## config.mk

```make
export PLATFORM = sky130hd
export DESIGN_NAME = cmd_core
export DESIGN_NICKNAME = d
export VERILOG_FILES = /design/src/cmd_pkg.sv /design/src/cmd_core.sv
export SDC_FILE = /design/constraint.sdc
export NUM_CORES = 1
export LEC_CHECK = 0
export BUFFER_PORTS_ARGS = -buffer_cell sky130_fd_sc_hd__buf_2
export CAP_MARGIN = 0
export CORE_ASPECT_RATIO = 0.6
export CORE_MARGIN = 4
export CORE_UTILIZATION = 40
export CTS_BUF_LIST = sky130_fd_sc_hd__clkbuf_16
export CTS_CLUSTER_DIAMETER = 80
export DETAILED_ROUTE_END_ITERATION = 10
export GPL_TIMING_DRIVEN = 0
export PLACE_DENSITY = 0.74
export RECOVER_POWER = 50
export SYNTH_ARGS = -nofsm -noshare
export SYNTH_HDL_FRONTEND = slang
export SYNTH_SLANG_ARGS = --single-unit
```

## constraint.sdc

```tcl
create_clock -name i_ref_clk -period 2.7 [get_ports i_ref_clk]
set_input_delay 0.135 -clock i_ref_clk [delete_from_list [all_inputs] [get_ports i_ref_clk]]
set_output_delay 0.135 -clock i_ref_clk [all_outputs]
set_load 0.05 [all_outputs]
```

## src/cmd_pkg.sv

```systemverilog
/*
  Constants and carrier types for the core's decode, branch timing and
  memory-space mapping block.
  Assumes an 8-bit core with a 16-bit program counter and 8-bit data space.
*/
package cmd_pkg;

  // ==========================================================
  // Opcodes handled by the decoder
  localparam logic [7:0] OP_NOP = 8'h00;
  localparam logic [7:0] OP_SPARE = 8'hA5;
  localparam logic [7:0] OP_LJMP = 8'h02;
  localparam logic [7:0] OP_LCALL = 8'h12;
  localparam logic [7:0] OP_RET = 8'h22;
  localparam logic [7:0] OP_RETI = 8'h32;
  localparam logic [7:0] OP_SJMP = 8'h80;
  localparam logic [7:0] OP_JMP_IND = 8'h73;
  localparam logic [7:0] OP_JC = 8'h40;
  localparam logic [7:0] OP_JNC = 8'h50;
  localparam logic [7:0] OP_JZ = 8'h60;
  localparam logic [7:0] OP_JNZ = 8'h70;
  localparam logic [7:0] OP_JB = 8'h20;
  localparam logic [7:0] OP_JNB = 8'h30;
  localparam logic [7:0] OP_JBC = 8'h10;
  localparam logic [7:0] OP_CJNE_DIR = 8'hB5;
  localparam logic [7:0] OP_CJNE_IMM = 8'hB4;
  localparam logic [7:0] OP_DJNZ_DIR = 8'hD5;
  localparam logic [7:0] OP_CPL_C = 8'hB3;
  localparam logic [7:0] OP_CPL_BIT = 8'hB2;
  localparam logic [7:0] OP_ANL_BIT = 8'h82;
  localparam logic [7:0] OP_ANL_NBIT = 8'hB0;
  localparam logic [7:0] OP_ORL_BIT = 8'h72;
  localparam logic [7:0] OP_ORL_NBIT = 8'hA0;
  localparam logic [7:0] OP_MOV_C_BIT = 8'hA2;
  localparam logic [7:0] OP_MOV_BIT_C = 8'h92;
  localparam logic [7:0] OP_CLR_BIT = 8'hC2;
  localparam logic [7:0] OP_SETB_BIT = 8'hD2;
  // Opcode families matched on a field
  localparam logic [4:0] OP_AJMP_LO = 5'h01;
  localparam logic [4:0] OP_ACALL_LO = 5'h11;
  localparam logic [6:0] OP_CJNE_RI_HI = 7'h5B;
  localparam logic [4:0] OP_CJNE_RN_HI = 5'h17;
  localparam logic [4:0] OP_DJNZ_RN_HI = 5'h1B;

  // ==========================================================
  // Lengths in bytes and counts of clock cycles
  localparam logic [1:0] LEN_1 = 2'h1;
  localparam logic [1:0] LEN_2 = 2'h2;
  localparam logic [1:0] LEN_3 = 2'h3;
  localparam logic [2:0] CYC_1 = 3'h1;
  localparam logic [2:0] CYC_2 = 3'h2;
  localparam logic [2:0] CYC_3 = 3'h3;
  localparam logic [2:0] CYC_4 = 3'h4;
  localparam logic [2:0] CYC_5 = 3'h5;

  // ==========================================================
  // Memory map
  localparam logic [7:0] SP_RESET = 8'h07;
  localparam logic [7:0] BIT_RAM_BASE = 8'h20;
  localparam logic [15:0] FLASH_TOP_8K = 16'h1DFF;
  localparam logic [15:0] FLASH_TOP_4K = 16'h0FFF;
  localparam logic [15:0] FLASH_TOP_2K = 16'h07FF;
  localparam int BANK_LO_BIT = 3;
  localparam int BANK_HI_BIT = 4;

  // ==========================================================
  // Carriers
  typedef enum logic [1:0] {CMD_LOW_RAM, CMD_UP_RAM, CMD_FUNC_REG} cmd_space_t;

  typedef struct packed {
    logic [15:0] pc;
    logic [7:0] opcode;
    logic [7:0] op1;
    logic [7:0] op2;
  } cmd_instr_t;

  typedef struct packed {
    logic carry;
    logic acc_zero;
    logic bit_val;
    logic cmp_ne;
    logic dec_nz;
    logic [7:0] acc;
    logic [15:0] data_pointer;
  } cmd_cond_t;

  typedef struct packed {
    logic [1:0] len;
    logic [2:0] cycles;
    logic branch;
    logic taken;
    logic [15:0] target;
    logic bit_op;
    logic bit_clear;
    logic call;
    logic ret;
  } cmd_dec_t;

  typedef struct packed {
    logic valid;
    logic indirect;
    logic bit_op;
    logic ri;
    logic [7:0] addr;
  } cmd_dreq_t;

  typedef struct packed {
    logic valid;
    cmd_space_t space;
    logic [7:0] byte_addr;
    logic [2:0] bit_pos;
    logic bit_op;
    logic [7:0] ptr_addr;
  } cmd_dmap_t;

  typedef struct packed {
    logic valid;
    logic movx_wr;
    logic [15:0] addr;
  } cmd_creq_t;

  typedef struct packed {
    logic valid;
    logic in_flash;
    logic reserved;
    logic code_wr;
    logic data_wr;
  } cmd_cmap_t;

endpackage : cmd_pkg

```

## src/cmd_core.sv

```systemverilog
/*
  Instruction timing decoder, branch target former, data and program
  memory-space mapper and stack pointer of the 8-bit core.
  Assumes the fetch unit, ALU, RAM and flash sit on the same clock and
  supply condition flags and operand bytes alongside each issue.
*/
`timescale 1ns/100ps

// Notes on behaviour
// - Carry branches: two bytes, two cycles falling through, three taken.
// - Bit branches: three bytes, three or four cycles; test-and-clear clears set bit.
// - Carry logic with a direct bit takes two bytes, two cycles; carry complement one.
// - Page call: two bytes, three cycles; long call: three bytes, four cycles.
// - Both returns are one byte and five cycles.
// - Page, short relative and indirect jumps take three cycles; long jump four.
// - Compare-branch three or four cycles; indirect operand form four or five.
// - Decrement-branch: two or three on a register, three or four direct.
// - Accumulator zero branches: two bytes, two or three cycles.
// - No-operation and the spare opcode both take one byte, one cycle.
// - Relative target is next-instruction address plus signed 8-bit displacement.
// - Page target keeps upper five bits of the next-instruction address.
// - Flash runs from zero to the variant top; higher addresses are reserved.
// - With program-store write enable set, external writes go to program memory.
// - 256 bytes of RAM; lower half reachable directly and indirectly.
// - Above 0x7F direct goes to function registers, indirect to upper RAM.
// - Bytes zero to 0x1F form four banks, picked by status bits 3 and 4.
// - Indirect pointer is R0 or R1 of the selected bank.
// - Bit addresses below 0x80 map onto bytes 0x20 to 0x2F.
// - Bit or byte access follows the instruction's operand type only.
// - Stack pointer resets to 0x07; push increments first, then writes.
// - Only function registers at addresses ending 0 or 8 hold bits.
module cmd_core #(
  parameter logic [15:0] FLASH_TOP = cmd_pkg::FLASH_TOP_8K
) (
  input wire logic i_ref_clk,
  input wire logic i_rst_b,
  input wire logic i_issue,
  input wire cmd_pkg::cmd_instr_t i_instr,
  input wire cmd_pkg::cmd_cond_t i_cond,
  output logic o_ready,
  output logic o_done,
  output cmd_pkg::cmd_dec_t o_dec,
  input wire logic [7:0] i_program_status_word,
  input wire cmd_pkg::cmd_dreq_t i_dreq,
  output cmd_pkg::cmd_dmap_t o_dmap,
  input wire logic i_program_store_control,
  input wire cmd_pkg::cmd_creq_t i_creq,
  output cmd_pkg::cmd_cmap_t o_cmap,
  input wire logic i_push,
  input wire logic i_pop,
  output logic o_push_wr,
  output logic [7:0] o_stack_pointer
);
  import cmd_pkg::*;

  // ==========================================================
  // Decode of the instruction being issued
  cmd_dec_t nd;
  logic [15:0] pcn;
  logic [7:0] rel;
  logic cbr;
  logic cond;
  logic use_rel;
  logic use_page;
  logic [2:0] base;

  always_comb begin
    nd = '0;
    nd.len = LEN_1;
    base = CYC_1;
    rel = i_instr.op1;
    cbr = 1'b0;
    cond = 1'b0;
    use_rel = 1'b0;
    use_page = 1'b0;
    if (i_instr.opcode[4:0] == OP_AJMP_LO || i_instr.opcode[4:0] == OP_ACALL_LO) begin
      nd.len = LEN_2;
      base = CYC_3;
      use_page = 1'b1;
      nd.call = i_instr.opcode[4];
    end else begin
      case (i_instr.opcode)
        OP_LJMP, OP_LCALL: begin
          nd.len = LEN_3;
          base = CYC_4;
          nd.target = {i_instr.op1, i_instr.op2};
          nd.call = (i_instr.opcode == OP_LCALL);
        end
        OP_RET, OP_RETI: begin
          base = CYC_5;
          nd.ret = 1'b1;
        end
        OP_SJMP: begin
          nd.len = LEN_2;
          base = CYC_3;
          use_rel = 1'b1;
        end
        OP_JMP_IND: begin
          base = CYC_3;
          nd.target = i_cond.data_pointer + {8'h00, i_cond.acc};
        end
        OP_JC, OP_JNC: begin
          nd.len = LEN_2;
          base = CYC_2;
          cbr = 1'b1;
          cond = i_cond.carry ^ (i_instr.opcode == OP_JNC);
        end
        OP_JZ, OP_JNZ: begin
          nd.len = LEN_2;
          base = CYC_2;
          cbr = 1'b1;
          cond = i_cond.acc_zero ^ (i_instr.opcode == OP_JNZ);
        end
        OP_JB, OP_JNB, OP_JBC: begin
          nd.len = LEN_3;
          base = CYC_3;
          cbr = 1'b1;
          rel = i_instr.op2;
          nd.bit_op = 1'b1;
          cond = i_cond.bit_val ^ (i_instr.opcode == OP_JNB);
          // A set bit is cleared whether or not anything else happens
          nd.bit_clear = (i_instr.opcode == OP_JBC) && i_cond.bit_val;
        end
        OP_CJNE_DIR, OP_CJNE_IMM: begin
          nd.len = LEN_3;
          base = CYC_3;
          cbr = 1'b1;
          rel = i_instr.op2;
          cond = i_cond.cmp_ne;
        end
        OP_DJNZ_DIR: begin
          nd.len = LEN_3;
          base = CYC_3;
          cbr = 1'b1;
          rel = i_instr.op2;
          cond = i_cond.dec_nz;
        end
        OP_CPL_BIT, OP_ANL_BIT, OP_ANL_NBIT, OP_ORL_BIT, OP_ORL_NBIT,
        OP_MOV_C_BIT, OP_MOV_BIT_C, OP_CLR_BIT, OP_SETB_BIT: begin
          nd.len = LEN_2;
          base = CYC_2;
          nd.bit_op = 1'b1;
        end
        default: begin
          if (i_instr.opcode[7:1] == OP_CJNE_RI_HI) begin
            nd.len = LEN_3;
            base = CYC_4;
            cbr = 1'b1;
            rel = i_instr.op2;
            cond = i_cond.cmp_ne;
          end else if (i_instr.opcode[7:3] == OP_CJNE_RN_HI) begin
            nd.len = LEN_3;
            base = CYC_3;
            cbr = 1'b1;
            rel = i_instr.op2;
            cond = i_cond.cmp_ne;
          end else if (i_instr.opcode[7:3] == OP_DJNZ_RN_HI) begin
            nd.len = LEN_2;
            base = CYC_2;
            cbr = 1'b1;
            cond = i_cond.dec_nz;
          end
          // No-op, spare opcode, carry complement and all others: 1/1
        end
      endcase
    end
    pcn = i_instr.pc + {14'h0000, nd.len};
    if (use_rel || cbr) begin
      nd.target = pcn + {{8{rel[7]}}, rel};
    end
    if (use_page) begin
      nd.target = {pcn[15:11], i_instr.opcode[7:5], i_instr.op1};
    end
    nd.branch = cbr || use_rel || use_page || nd.ret || (nd.target != 16'h0000) ||
                (i_instr.opcode == OP_LJMP) || (i_instr.opcode == OP_LCALL);
    nd.taken = cbr ? cond : nd.branch;
    // Taken adds exactly one cycle to the fall-through count
    nd.cycles = base + {2'b00, cbr && cond};
  end

  // ==========================================================
  // Execution sequencer: counts out the cycles of each instruction
  typedef enum logic {CMD_IDLE, CMD_EXEC} cmd_state_t;
  cmd_state_t state_q;
  cmd_state_t state_d;
  logic [2:0] cnt_q;
  logic [2:0] cnt_d;
  cmd_dec_t dec_q;
  cmd_dec_t dec_d;
  logic take;

  assign o_done = (state_q == CMD_EXEC) && (cnt_q == 3'h0);
  assign o_ready = (state_q == CMD_IDLE) || o_done;
  assign take = i_issue && o_ready;
  assign o_dec = dec_q;

  always_comb begin
    state_d = state_q;
    cnt_d = cnt_q;
    dec_d = dec_q;
    case (state_q)
      CMD_IDLE: begin
        state_d = CMD_IDLE;
      end
      CMD_EXEC: begin
        if (cnt_q != 3'h0) begin
          cnt_d = cnt_q - 3'h1;
        end else begin
          state_d = CMD_IDLE;
        end
      end
      default: begin
        state_d = CMD_IDLE;
      end
    endcase
    // Back-to-back issue lands in the last cycle of the previous one
    if (take) begin
      state_d = CMD_EXEC;
      cnt_d = nd.cycles - 3'h1;
      dec_d = nd;
    end
  end

  always_ff @(posedge i_ref_clk or negedge i_rst_b) begin
    if (!i_rst_b) begin
      state_q <= CMD_IDLE;
      cnt_q <= 3'h0;
      dec_q <= '0;
    end else begin
      state_q <= state_d;
      cnt_q <= cnt_d;
      dec_q <= dec_d;
    end
  end

  // ==========================================================
  // Data space mapping
  cmd_dmap_t dmap_d;
  cmd_dmap_t dmap_q;
  logic [1:0] bank;

  assign o_dmap = dmap_q;

  always_comb begin
    bank = {i_program_status_word[BANK_HI_BIT], i_program_status_word[BANK_LO_BIT]};
    dmap_d = '0;
    dmap_d.valid = i_dreq.valid;
    dmap_d.bit_op = i_dreq.bit_op;
    dmap_d.ptr_addr = {3'b000, bank, 2'b00, i_dreq.ri};
    dmap_d.bit_pos = i_dreq.addr[2:0];
    dmap_d.byte_addr = i_dreq.addr;
    dmap_d.space = CMD_LOW_RAM;
    if (i_dreq.bit_op) begin
      if (i_dreq.addr[7]) begin
        dmap_d.space = CMD_FUNC_REG;
        dmap_d.byte_addr = {i_dreq.addr[7:3], 3'b000};
      end else begin
        dmap_d.byte_addr = BIT_RAM_BASE + {4'h0, i_dreq.addr[6:3]};
      end
    end else if (i_dreq.addr[7]) begin
      dmap_d.space = i_dreq.indirect ? CMD_UP_RAM : CMD_FUNC_REG;
    end
  end

  always_ff @(posedge i_ref_clk or negedge i_rst_b) begin
    if (!i_rst_b) begin
      dmap_q <= '0;
    end else begin
      dmap_q <= dmap_d;
    end
  end

  // ==========================================================
  // Program space mapping and write steering
  cmd_cmap_t cmap_d;
  cmd_cmap_t cmap_q;

  assign o_cmap = cmap_q;

  always_comb begin
    cmap_d.valid = i_creq.valid;
    cmap_d.in_flash = (i_creq.addr <= FLASH_TOP);
    cmap_d.reserved = (i_creq.addr > FLASH_TOP);
    // Flash stays read-only until software opens the write path
    cmap_d.code_wr = i_creq.valid && i_creq.movx_wr && i_program_store_control;
    cmap_d.data_wr = i_creq.valid && i_creq.movx_wr && !i_program_store_control;
  end

  always_ff @(posedge i_ref_clk or negedge i_rst_b) begin
    if (!i_rst_b) begin
      cmap_q <= '0;
    end else begin
      cmap_q <= cmap_d;
    end
  end

  // ==========================================================
  // Stack pointer
  logic [7:0] sp_d;
  logic [7:0] sp_q;
  logic push_d;
  logic push_q;

  assign o_stack_pointer = sp_q;
  assign o_push_wr = push_q;

  always_comb begin
    sp_d = sp_q;
    push_d = i_push;
    // Push wins over a simultaneous pop; the bench raises both together once in t_stack
    if (i_push) begin
      sp_d = sp_q + 8'h01;
    end else if (i_pop) begin
      sp_d = sp_q - 8'h01;
    end
  end

  always_ff @(posedge i_ref_clk or negedge i_rst_b) begin
    if (!i_rst_b) begin
      sp_q <= SP_RESET;
      push_q <= 1'b0;
    end else begin
      sp_q <= sp_d;
      push_q <= push_d;
    end
  end

  // ==========================================================
  // Checks
  carry_branch_a: assert property (@(posedge i_ref_clk) disable iff (!i_rst_b)
    take && i_instr.opcode == OP_JC && i_cond.carry |-> ##1 !o_done ##1 !o_done ##1 o_done)
    else $error("taken carry branch not three cycles");
  bit_branch_a: assert property (@(posedge i_ref_clk) disable iff (!i_rst_b)
    take && i_instr.opcode == OP_JBC && i_cond.bit_val |=> o_dec.bit_clear && o_dec.len == 2'h3 ##3 o_done)
    else $error("test-and-clear branch wrong");
  cpl_carry_a: assert property (@(posedge i_ref_clk) disable iff (!i_rst_b)
    take && i_instr.opcode == OP_CPL_C |=> o_done && o_dec.len == 2'h1)
    else $error("carry complement not one cycle");
  long_call_a: assert property (@(posedge i_ref_clk) disable iff (!i_rst_b)
    take && i_instr.opcode == OP_LCALL |=> o_dec.len == 2'h3 && o_dec.call ##3 o_done)
    else $error("long call timing wrong");
  return_time_a: assert property (@(posedge i_ref_clk) disable iff (!i_rst_b)
    take && i_instr.opcode == OP_RETI |-> ##1 !o_done [*4] ##1 o_done)
    else $error("return not five cycles");
  cjne_fall_a: assert property (@(posedge i_ref_clk) disable iff (!i_rst_b)
    take && i_instr.opcode[7:1] == OP_CJNE_RI_HI && !i_cond.cmp_ne |-> ##4 o_done && !o_dec.taken)
    else $error("indirect compare fall-through not four cycles");
  djnz_reg_a: assert property (@(posedge i_ref_clk) disable iff (!i_rst_b)
    take && i_instr.opcode[7:3] == OP_DJNZ_RN_HI && !i_cond.dec_nz |-> ##2 o_done)
    else $error("register decrement fall-through not two cycles");
  rel_target_a: assert property (@(posedge i_ref_clk) disable iff (!i_rst_b)
    take && i_instr.opcode == OP_SJMP |=>
      o_dec.target == $past(pcn) + {{8{$past(rel[7])}}, $past(rel)})
    else $error("relative target wrong");
  page_target_a: assert property (@(posedge i_ref_clk) disable iff (!i_rst_b)
    take && i_instr.opcode[4:0] == OP_AJMP_LO |=> o_dec.target[15:11] == $past(pcn[15:11]))
    else $error("page target left the page");
  upper_ram_a: assert property (@(posedge i_ref_clk) disable iff (!i_rst_b)
    i_dreq.indirect && !i_dreq.bit_op && i_dreq.addr[7] |=> o_dmap.space == CMD_UP_RAM)
    else $error("indirect high access not in upper RAM");
  stack_push_a: assert property (@(posedge i_ref_clk) disable iff (!i_rst_b)
    i_push |=> o_push_wr && o_stack_pointer == $past(o_stack_pointer) + 8'h01)
    else $error("push did not increment first");

endmodule : cmd_core

```

**After elaboration in Yosys (flattened, before gate mapping)**

Cells that the tools add are included.

- Flip-flop bits (word level): 63
- Latch bits: 0
- Bits in writable memories: 0
- ROM bits: 0
- Bits of input ports: 113
- Output and inout port bits: 66
- Memories: 0

- Add/sub/neg operators: 9
- $mul: 0
- Div/mod/pow operators: 0
- Order comparisons: 2
- Equality and inequality tests: 30
- Shift-type cells: 0
- Mux-type cells: 52
- Bitwise logic cells: 4
- Reductions and logical operators: 39

Operators with widths:

| kind | number |
|---|---|
| $eq A8 B8 Y1 const B | 12 |
| $mux W8 | 7 |
| $eq A8 B7 Y1 const B | 6 |
| $eq A8 B6 Y1 const B | 4 |
| $mux W16 | 2 |
| $pmux W16 S2 | 1 |
| $mux W1 | 20 |
| $reduce_or A19 Y1 | 1 |
| $mux W18 | 1 |
| $mux W2 | 9 |
| $mux W3 | 6 |
| $add A16 B16 Y16 | 1 |
| $add A16 B2 Y16 | 1 |
| $add A16 B8 Y16 | 1 |
| $eq A8 B5 Y1 const B | 2 |
| $gt A16 B13 Y1 const B | 1 |
| $le A16 B13 Y1 const B | 1 |
| $pmux W8 S2 | 1 |
| $reduce_bool A16 Y1 | 1 |
| $reduce_or A8 Y1 | 2 |
| $eq A5 B5 Y1 const B | 3 |
| $reduce_or A15 Y1 | 1 |
| $reduce_or A14 Y1 | 1 |
| $reduce_or A13 Y1 | 1 |
| 26 further kinds | 50 |

**Depth between registers and ports, before layout**

Gate-level depths: netlist (run 1).

- Depth after elaboration: 15
- Gate-level depth with buffers: 24

**Worst setup path after synthesis (run 1)**

No wires, ideal clock.

- Path type: in2reg
- Start point: input i_instr[22] in the netlist's numbering
- End point: register dec_q, in the netlist o_dec[20]
- Setup time: 129 ps
- Data arrival time: 4461 ps
- Setup slack: -1890 ps
- Stages on the path: 18
- Path buffers: 2
- Path through: buf_2 > or4_1 > nor3_4 > buf_2 > nor4_1 > fa_1 > nor3b_1 > nand2_1 > xnor2_1 > ha_1 > a211oi_2 > o21bai_1 > o41ai_1 > xnor2_1 > a221oi_1 > nand2_1 > nor4_2 > o21ai_1

- Cells in the longest elaborated chain, start to end: 15

RTL lines:

| what | line | RTL |
|---|---|---|
| from (decl) | cmd_core.sv:38 | `input wire cmd_pkg::cmd_instr_t i_instr,` |
| $eq A5 B5 Y1 | cmd_core.sv:157 | `end else if (i_instr.opcode[7:3] == OP_DJNZ_RN_HI) begin` |
| $mux W2 | cmd_core.sv:157 |  |
| $mux W2 | cmd_core.sv:151 | `end else if (i_instr.opcode[7:3] == OP_CJNE_RN_HI) begin` |
| $mux W2 | cmd_core.sv:145 | `if (i_instr.opcode[7:1] == OP_CJNE_RI_HI) begin` |
| $pmux W2 S3 | cmd_core.sv:82 | `case (i_instr.opcode)` |
| $mux W2 | cmd_core.sv:76 | `if (i_instr.opcode[4:0] == OP_AJMP_LO \|\| i_instr.opcode[4:0] == OP_ACALL_LO) begin` |
| $add A16 B2 Y16 | cmd_core.sv:167 | `pcn = i_instr.pc + {14'h0000, nd.len};` |
| $add A16 B16 Y16 | cmd_core.sv:169 | `nd.target = pcn + {{8{rel[7]}}, rel};` |
| $mux W16 | cmd_core.sv:168 | `if (use_rel \|\| cbr) begin` |
| $mux W16 | cmd_core.sv:171 | `if (use_page) begin` |
| $reduce_bool A16 Y1 | cmd_core.sv:174 | `nd.branch = cbr \|\| use_rel \|\| use_page \|\| nd.ret \|\| (nd.target != 16'h0000) \|\|` |
| $logic_or A1 B1 Y1 (2 in series) | cmd_core.sv:174 |  |
| $logic_or A1 B1 Y1 | cmd_core.sv:175 | `(i_instr.opcode == OP_LJMP) \|\| (i_instr.opcode == OP_LCALL);` |
| $mux W1 * | cmd_core.sv:176 | `nd.taken = cbr ? cond : nd.branch;` |
| to (signal assigned) | cmd_core.sv:228 | `dec_q <= '0;` |
| to (signal assigned) | cmd_core.sv:232 | `dec_q <= dec_d;` |
| to (decl) | cmd_core.sv:188 | `cmd_dec_t dec_q;` |

Every way passes the cells marked *; elsewhere a longest branch is shown, timed or not.
A chain may end at the register's enable or synchronous reset.

**Worst setup path after layout (run 1)**

- Start point: input i_instr[22] in the netlist's numbering
- End point: register dec_q, in the netlist o_dec[21]

- Cells in the longest elaborated chain, start to end: 14

RTL lines:

| what | line |
|---|---|
| $eq A5 B5 Y1 | cmd_core.sv:157 |
| $mux W2 | cmd_core.sv:157 |
| $mux W2 | cmd_core.sv:151 |
| $mux W2 | cmd_core.sv:145 |
| $pmux W2 S3 | cmd_core.sv:82 |
| $mux W2 | cmd_core.sv:76 |
| $add A16 B2 Y16 | cmd_core.sv:167 |
| $add A16 B16 Y16 | cmd_core.sv:169 |
| $mux W16 | cmd_core.sv:168 |
| $mux W16 | cmd_core.sv:171 |
| $reduce_bool A16 Y1 | cmd_core.sv:174 |
| $logic_or A1 B1 Y1 (2 in series) | cmd_core.sv:174 |
| $logic_or A1 B1 Y1 * | cmd_core.sv:175 |

Marked as above.

==> run metrics, run 1 <==
overall power around 5700 uW; largest net degree at the start of global routing 64; simple-gate share of the synthesized area 0.230; Setup crit start kind primary input; Vias around 5500; Hold Path Class primary input to flop; H-tree levels 3; WL/cell approximately 18 um; Crit Path Category primary input to flop; Detail Route Antenna Nets 0; Async SR Flop Fraction 1.00; fillers around 1100; final slew viol count 64; TritonRoute pass-1 iters 5; Crit-path slowest cell or4_4; Unique masters post-synth 69; fin crit share 1.59; Critical Path, Cell by Cell buf_8 -> buf_6 -> or4_4 -> nor3_4 -> buf_6 -> nor4_4 -> fa_2 -> nor3b_4 -> nand2_1 -> xnor2_1 -> ha_1 -> buf_6 -> nand4_1 -> buf_4 -> nor3_1 -> o21a_1 -> o31ai_1 -> nand4_1 -> and3_1 -> nand4_1 -> nor4_4 -> o21ai_1; worst endpoint data arrival time roughly 4.5 ns; Final Skew between 0.007 and 0.008 ns; post-synth top area cell dfrtp_1; final worst slack -1.60 ns; CP peak stage delay approximately 0.56 ns; PD cells around 790 mW/mm^2; Synth Area in XOR/XNOR 0.0818; # DRC 0; synthesized-area fraction occupied by adder cells 0.100; I/O pins between 150 and 200; final WL 17.4 mm; Die Y roughly 95 um; delay-heaviest family, CP simple AND/OR/NAND/NOR gates; area growth from synthesis to layout 42.4%; grt ovf 0; post-synth top area share 0.298; static leakage ~0.0033 uW; Compound-Gate Fraction of Synth Area 0.209; Worst slew margin -0.0367; die footprint about 0.014 mm^2; synth top area cells dfrtp_1 (30%), ha_1 (8.5%), nand2_1 (7.0%), xnor2_1 (4.9%), o21ai_0 (4.5%); Clk pin slew, worst setup/hold paths about 0.050 ns; Nets 965; Max rail drop VDD about 490 uV; ratio of cells with drive above 1 in the final layout 0.303; slew at the pin closest to its max-slew limit ~1.6 ns; failing checks max-capacitance violations, max-slew violations, negative setup slack; DR iter-0 viols 630; CTS root buf clkbuf_16; All-Layer GR Usage 0.231; Final HPWL DP between 10 and 15 mm; CTS tree built; Skew-Pair Late Insertion Delay 0.33 ns; min Tclk post-route around 4.3 ns; initial core utilization 0.413; CTS Buf Count 9; Die X around 150 um; Main synth FF type dfrtp_1; final setup violation count 16; Avg Inst Size Synth about 8.4 um^2; Syn Inst Count 596; pre-CTS setup slack -2.15 ns; Synth Register Bits 63; n_diodes 0; combinational family with the most area after synthesis simple AND/OR/NAND/NOR gates; antenna violations before repair 0; RSZ-0062 raised after global routing yes; synthesized area 0.00503 mm^2; Worst setup EP type flop; total number of yosys warnings 0; clk buf depth 2; number of synthesized flops with an enable pin 0; global-route wire length before repair ~27 mm; Vias/cell about 5.6; Fin. Hold Viols 0; peak fanout along the critical path 6; vias in the first global route between 4000 and 5000; Port Buf Inserts around 150; row cnt 31; hold slack about 0.021 ns; Data required, critical path a little under 3 ns; mux contribution to synthesized area 0.0189; run status finished with violations; core box area 0.0122 mm^2; worst path bufs/invs 5; post-synthesis sequential area ratio 0.314; gpl congestion approximately 0.98; CTS Sinks 63; fmax about 230 MHz; number of max-cap violations 1
## layer usage
layer	GRT usage	vias to the layer above	part of all wire
met2	0.311	323	0.39
met4	0.0497	0	0.018
met5	0	-	0
li1	-	2595	-
met3	0.0687	27	0.11
met1	0.357	2564	0.48
## cell families (layout without fill, tap and decap cells)
group	count (synthesis)	in the layout
buffers and inverters	45	264
other	1	5
DFF	63	63
adders and majority gates	38	38
and+or+nand+nor	230	230
xor gates and xnor gates	47	47
muxes	9	9
AOI/OAI and AO/OA	163	163
## cells in the final DEF (no fill, tap or decap), types with 12 or more instances in the layout
master,count
a21oi_1,29
buf_2,99
buf_4,41
clkbuf_1,60
dfrtp_1,60
dlygate4sd3_1,13
ha_1,26
inv_1,18
nand2_1,93
nand3_1,14
nand4_1,12
nor2_1,34
o21ai_0,30
o21ai_1,22
xnor2_1,25
xor2_1,19
## timing repair
item	4_1_cts	5_1_grt
pin swaps	35	36
buffers inserted	23	13
hold buffers	13	0
resized for setup	51	27
endpoints found under the setup margin	17	17
endpoints found under the hold margin	72	0
## path summary, 6_finish.rpt
check                                      start                        endpoint  slack (ns)  cells past startpoint
setup / recovery                     i_instr[22]           o_dec[21]$_DFFE_PN0P_       -1.60                     22
hold / removal                        i_dreq[10]            o_dmap[21]$_DFF_PN0_        0.02                      2
setup reg to reg            cnt_q[1]$_DFFE_PN0P_            cnt_q[2]$_DFFE_PN0P_        0.04                      9
hold reg to reg            o_dec[24]$_DFFE_PN0P_           o_dec[24]$_DFFE_PN0P_        0.48                      2
max in group asynchronous                i_rst_b             o_dmap[9]$_DFF_PN0_        1.03                      2
min in group asynchronous                i_rst_b  o_stack_pointer[7]$_DFFE_PN0P_        0.72                      2
## stage by stage
stage / util / TNS, ns / cells / area (um^2)
6_report: 0.588 / -15.39 / 984 / 7170
5_1_grt: 0.588 / -18.31 / 984 / 7170
2_1_floorplan: - / -11.80 / 600 / 5190
4_1_cts: 0.576 / -14.45 / 971 / 7010
3_5_place_dp: 0.507 / -23.65 / 919 / 6170
3_3_place_gp: 0.507 / -23.59 / 919 / 6170
## cells in the mapped netlist (7+ instances only)
cell type   n
dfrtp_1    60
nand2_1    94
nor2_1     36
nand2b_1   11
nor3_1      9
and3_1      8
a21oi_1    35
o21ai_0    45
a22o_1      8
ha_1       34
o21ai_1    10
clkbuf_1    9
nor4_1      7
xor2_1     19
nand4_1    12
nand3_1    16
xnor2_1    28
inv_1      20
a221oi_1    9
## area by class of cell
cell class	instances	area, um^2	area share
clock inverters	7	113	0.0157
clock buffers	9	225	0.0314
repair buffers	203	1140	0.159
plain buffers	25	206	0.0288
well taps	165	206	0.0288
flip-flops and latches	63	1580	0.221
inverters	20	80.1	0.0112
multi-input cells	492	3620	0.505
## state kept, by name, summed over array words and instances, names as in the netlist
name and cells:
o_push_wr 1, o_dec 27, o_cmap 5, cnt_q 3
state_q 1, o_stack_pointer 8, o_dmap 18
## report_power, final
part,leakage (uW),switching [uW],internal (uW)
logic,0.00231,2020,893
registers,0.000782,219,1240
clock network,0.000171,409,896
total,0.00326,2650,3030
No activity file was read; power rests on OpenSTA's default activity.
==> run 2: changes to the inputs <==
REMOVE_ABC_BUFFERS = 1   (was not set)
==> run 2 against run 1 <==
  * The flow still finishes with violations (max-capacitance violations, max-slew violations, negative setup slack)
  * Count of clock-buffer cells in the layout unchanged
  * Final cell count increased by 0.10%
  * Design area is 1.3% higher
  * Global-route usage increased by 0.059 points
  * Fmax down 2.8%
  * Worst setup slack lost 0.12 ns
  * Sequential share of layout area decreased by 0.29 points
  * Sequential power is essentially flat
  * Non-clock buffer count grew 1
  * Utilization up 0.79 points
  * Power is 1.1% lower
  * First-iteration DRC count is 7.3% lower
==> run metrics, run 2 (synthesis results as in run 1) <==
run status finished with violations; failing checks max-capacitance violations, max-slew violations, negative setup slack; share of power burned in the clock network 0.200 (-0.029); Detail Route Antenna Nets 0 (unchanged); Port Buf Inserts 158 (+2.6%); combinational share of power 0.542 (+0.029); WL/cell 17.8 um (+0.36%); worst path bufs/invs 4 (-1); final core area utilization 0.596 (+0.00791); Layout Cells excl Fill 985 (+0.10%); Data required, critical path 2.88 ns (about the same); I/O pins 179 (unchanged); final worst slack -1.73 ns (-0.124 ns); FF+latch area 0.00158 mm^2 (unchanged); die footprint 0.0145 mm^2 (unchanged); fillers 1081 (-1.2%); CTS root buf clkbuf_16; final setup violation count 18 (+2); H-tree levels 3 (unchanged); antenna violations before repair 1 (+1); Nets 966 (+0.10%); Clk pin slew, worst setup/hold paths 0.06 ns (about the same); Final Skew 0.0119 ns (+0.00487 ns); most frequent cells in the layout buf_2 (107), nand2_1 (88), dfrtp_1 (60), buf_4 (51), clkbuf_1 (45); peak fanout along the critical path 6 (unchanged); Switching Power 2680 uW (+0.89%); area of the multi-input gates 0.00373 mm^2 (+3.1%); Vias 5522 (+0.24%); gpl congestion 0.939 (-3.7%); Max rail drop VDD 506 uV (+4.3%); CTS Sinks 63 (unchanged); PD cells 774 mW/mm^2 (-2.5%); row cnt 31 (unchanged); worst endpoint data arrival time 4.61 ns (+0.12 ns); Worst setup EP type flop; delay-heaviest family, CP compound AO/OA/AOI/OAI gates; pre-CTS setup slack -3.08 ns (-0.929 ns); # DRC 0 (unchanged); Skew-Pair Late Insertion Delay 0.33 ns (about the same); CP startpoint i_instr[20]; most common cell after layout, fill and taps aside buf_2; Final HPWL DP 12.6 mm (-5.4%); CP peak stage delay 0.35 ns (-0.21 ns); largest net degree at the start of global routing 64 (unchanged); sw frac 0.476 (+0.00960); grt ovf 0 (unchanged); Crit-path slowest cell ha_1; hold slack 0.0184 ns (-0.00229 ns); Vias/cell 5.61 (+0.13%); Worst slew margin -0.0550 (-0.0183); area growth from synthesis to layout 44.3%; DR iter-0 viols 584 (-7.3%); fmax 226 MHz (-2.8%); internal power 2950 uW (-2.9%); slew at the pin closest to its max-slew limit 1.58 ns (+0.0274 ns); All-Layer GR Usage 0.231 (+0.000587); clk buf depth 2 (unchanged); CTS Buf Count 9 (unchanged); ratio of cells with drive above 1 in the final layout 0.341 (+0.0387); CTS tree built; Die Y 94.9 um (unchanged); min Tclk post-route 4.43 ns (+0.124 ns); area post-placement 0.00591 mm^2 (-4.4%); vias in the first global route 5166 (+3.6%); Fin. Hold Viols 0 (unchanged); number of max-cap violations 1 (unchanged); post-route cell area 0.00726 mm^2 (+1.3%); total placed cells including tap cells 899 (-2.2%); TritonRoute pass-1 iters 6 (+1); reg2reg start cnt_q[1]$_DFFE_PN0P_; static leakage 0.00333 uW (+2.1%); global-route wire length before repair 26.9 mm (+0.59%); Hold Path Class primary input to flop; final WL 17.5 mm (+0.47%); fin crit share 1.64 (+0.0460); number of flip-flops in the largest register 27 (unchanged); Setup crit start kind primary input; core box area 0.0122 mm^2 (unchanged); Hold Startpoint i_dreq[6]; Crit Path Category primary input to flop; n_diodes 0 (unchanged); Die X 153 um (unchanged); final slew viol count 64 (unchanged); RSZ-0062 raised after global routing yes; initial core utilization 0.413 (unchanged); Sequential Power Share 0.258 (about the same)
run 2: cell count changes in the layout (fill, tap and decap cells not counted), moves of 4 or more:
cell / previous run / this run
nand2_1: 93 / 88
ha_4: 2 / 6
clkbuf_1: 60 / 45
buf_2: 99 / 107
buf_4: 41 / 51
run 2: timing repair:
action / CTS / global route
endpoints found under the hold margin: 73 / 0
gates resized for setup: 112 / 28
setup endpoints to repair: 21 / 20
hold buffers: 14 / 0
pin swaps: 54 / 34
setup buffers: 45 / 14
run 2: final timing paths:
| path | slack, ns | cells after the start | endpoint |
|---|---|---|---|
| hold / removal | 0.02 | 3 | o_dmap[15]$_DFF_PN0_ |
| setup / recovery | -1.73 | 25 | o_dec[21]$_DFFE_PN0P_ |
| setup reg to reg | 0.06 | 8 | cnt_q[2]$_DFFE_PN0P_ |
| hold reg to reg | 0.47 | 1 | o_stack_pointer[7]$_DFFE_PN0P_ |
| max in group asynchronous | 1.00 | 2 | o_dmap[17]$_DFF_PN0_ |
| min in group asynchronous | 0.72 | 2 | o_push_wr$_DFF_PN0_ |
run 2: area by class of cell:
class	count	share of cell area
clock inverter	7	0.00879
clock buffer	9	0.0310
sequential	63	0.218
multi-input combinational	492	0.513
inverter	20	0.0112
timing repair buffer	229	0.190
tap	165	0.0284
run 2: power groups by stage:
stage | Sequential (uW) | Clock, uW | Combinational [uW]
floorplan | 2290 | 0 | 1060
global placement | 1430 | 0 | 2590
detailed placement | 1440 | 0 | 2620
global route | 1480 | 1190 | 3260
CTS | 1440 | 1150 | 2900
finish | 1450 | 1120 | 3050
run 2: metrics by stage:
stage | TNS [ns] | power (uW)
floorplan | -29.63 | 3350
global placement | -37.04 | 4020
detailed placement | -38.07 | 4060
CTS | -12.46 | 5490
global route | -19.48 | 5930
finish | -16.72 | 5620
run 2: layer usage:
metal	GRT usage	up-vias	wire length, um
met3	0.0705	32	1860
li1	-	2598	-
met2	0.336	278	7280
met4	0.0467	4	238
met5	0.0340	-	73
met1	0.337	2610	8050
run 2: worst reg2reg max path, stage by stage, from the launching register on:
cell and delay, ns:
dfrtp_1 0.45, o31ai_2 0.61, and2_1 0.50, nand2_1 0.14, a21boi_2 0.20, ha_4 0.19, or2_4 0.23, a21oi_2 0.14
a221oi_2 0.04
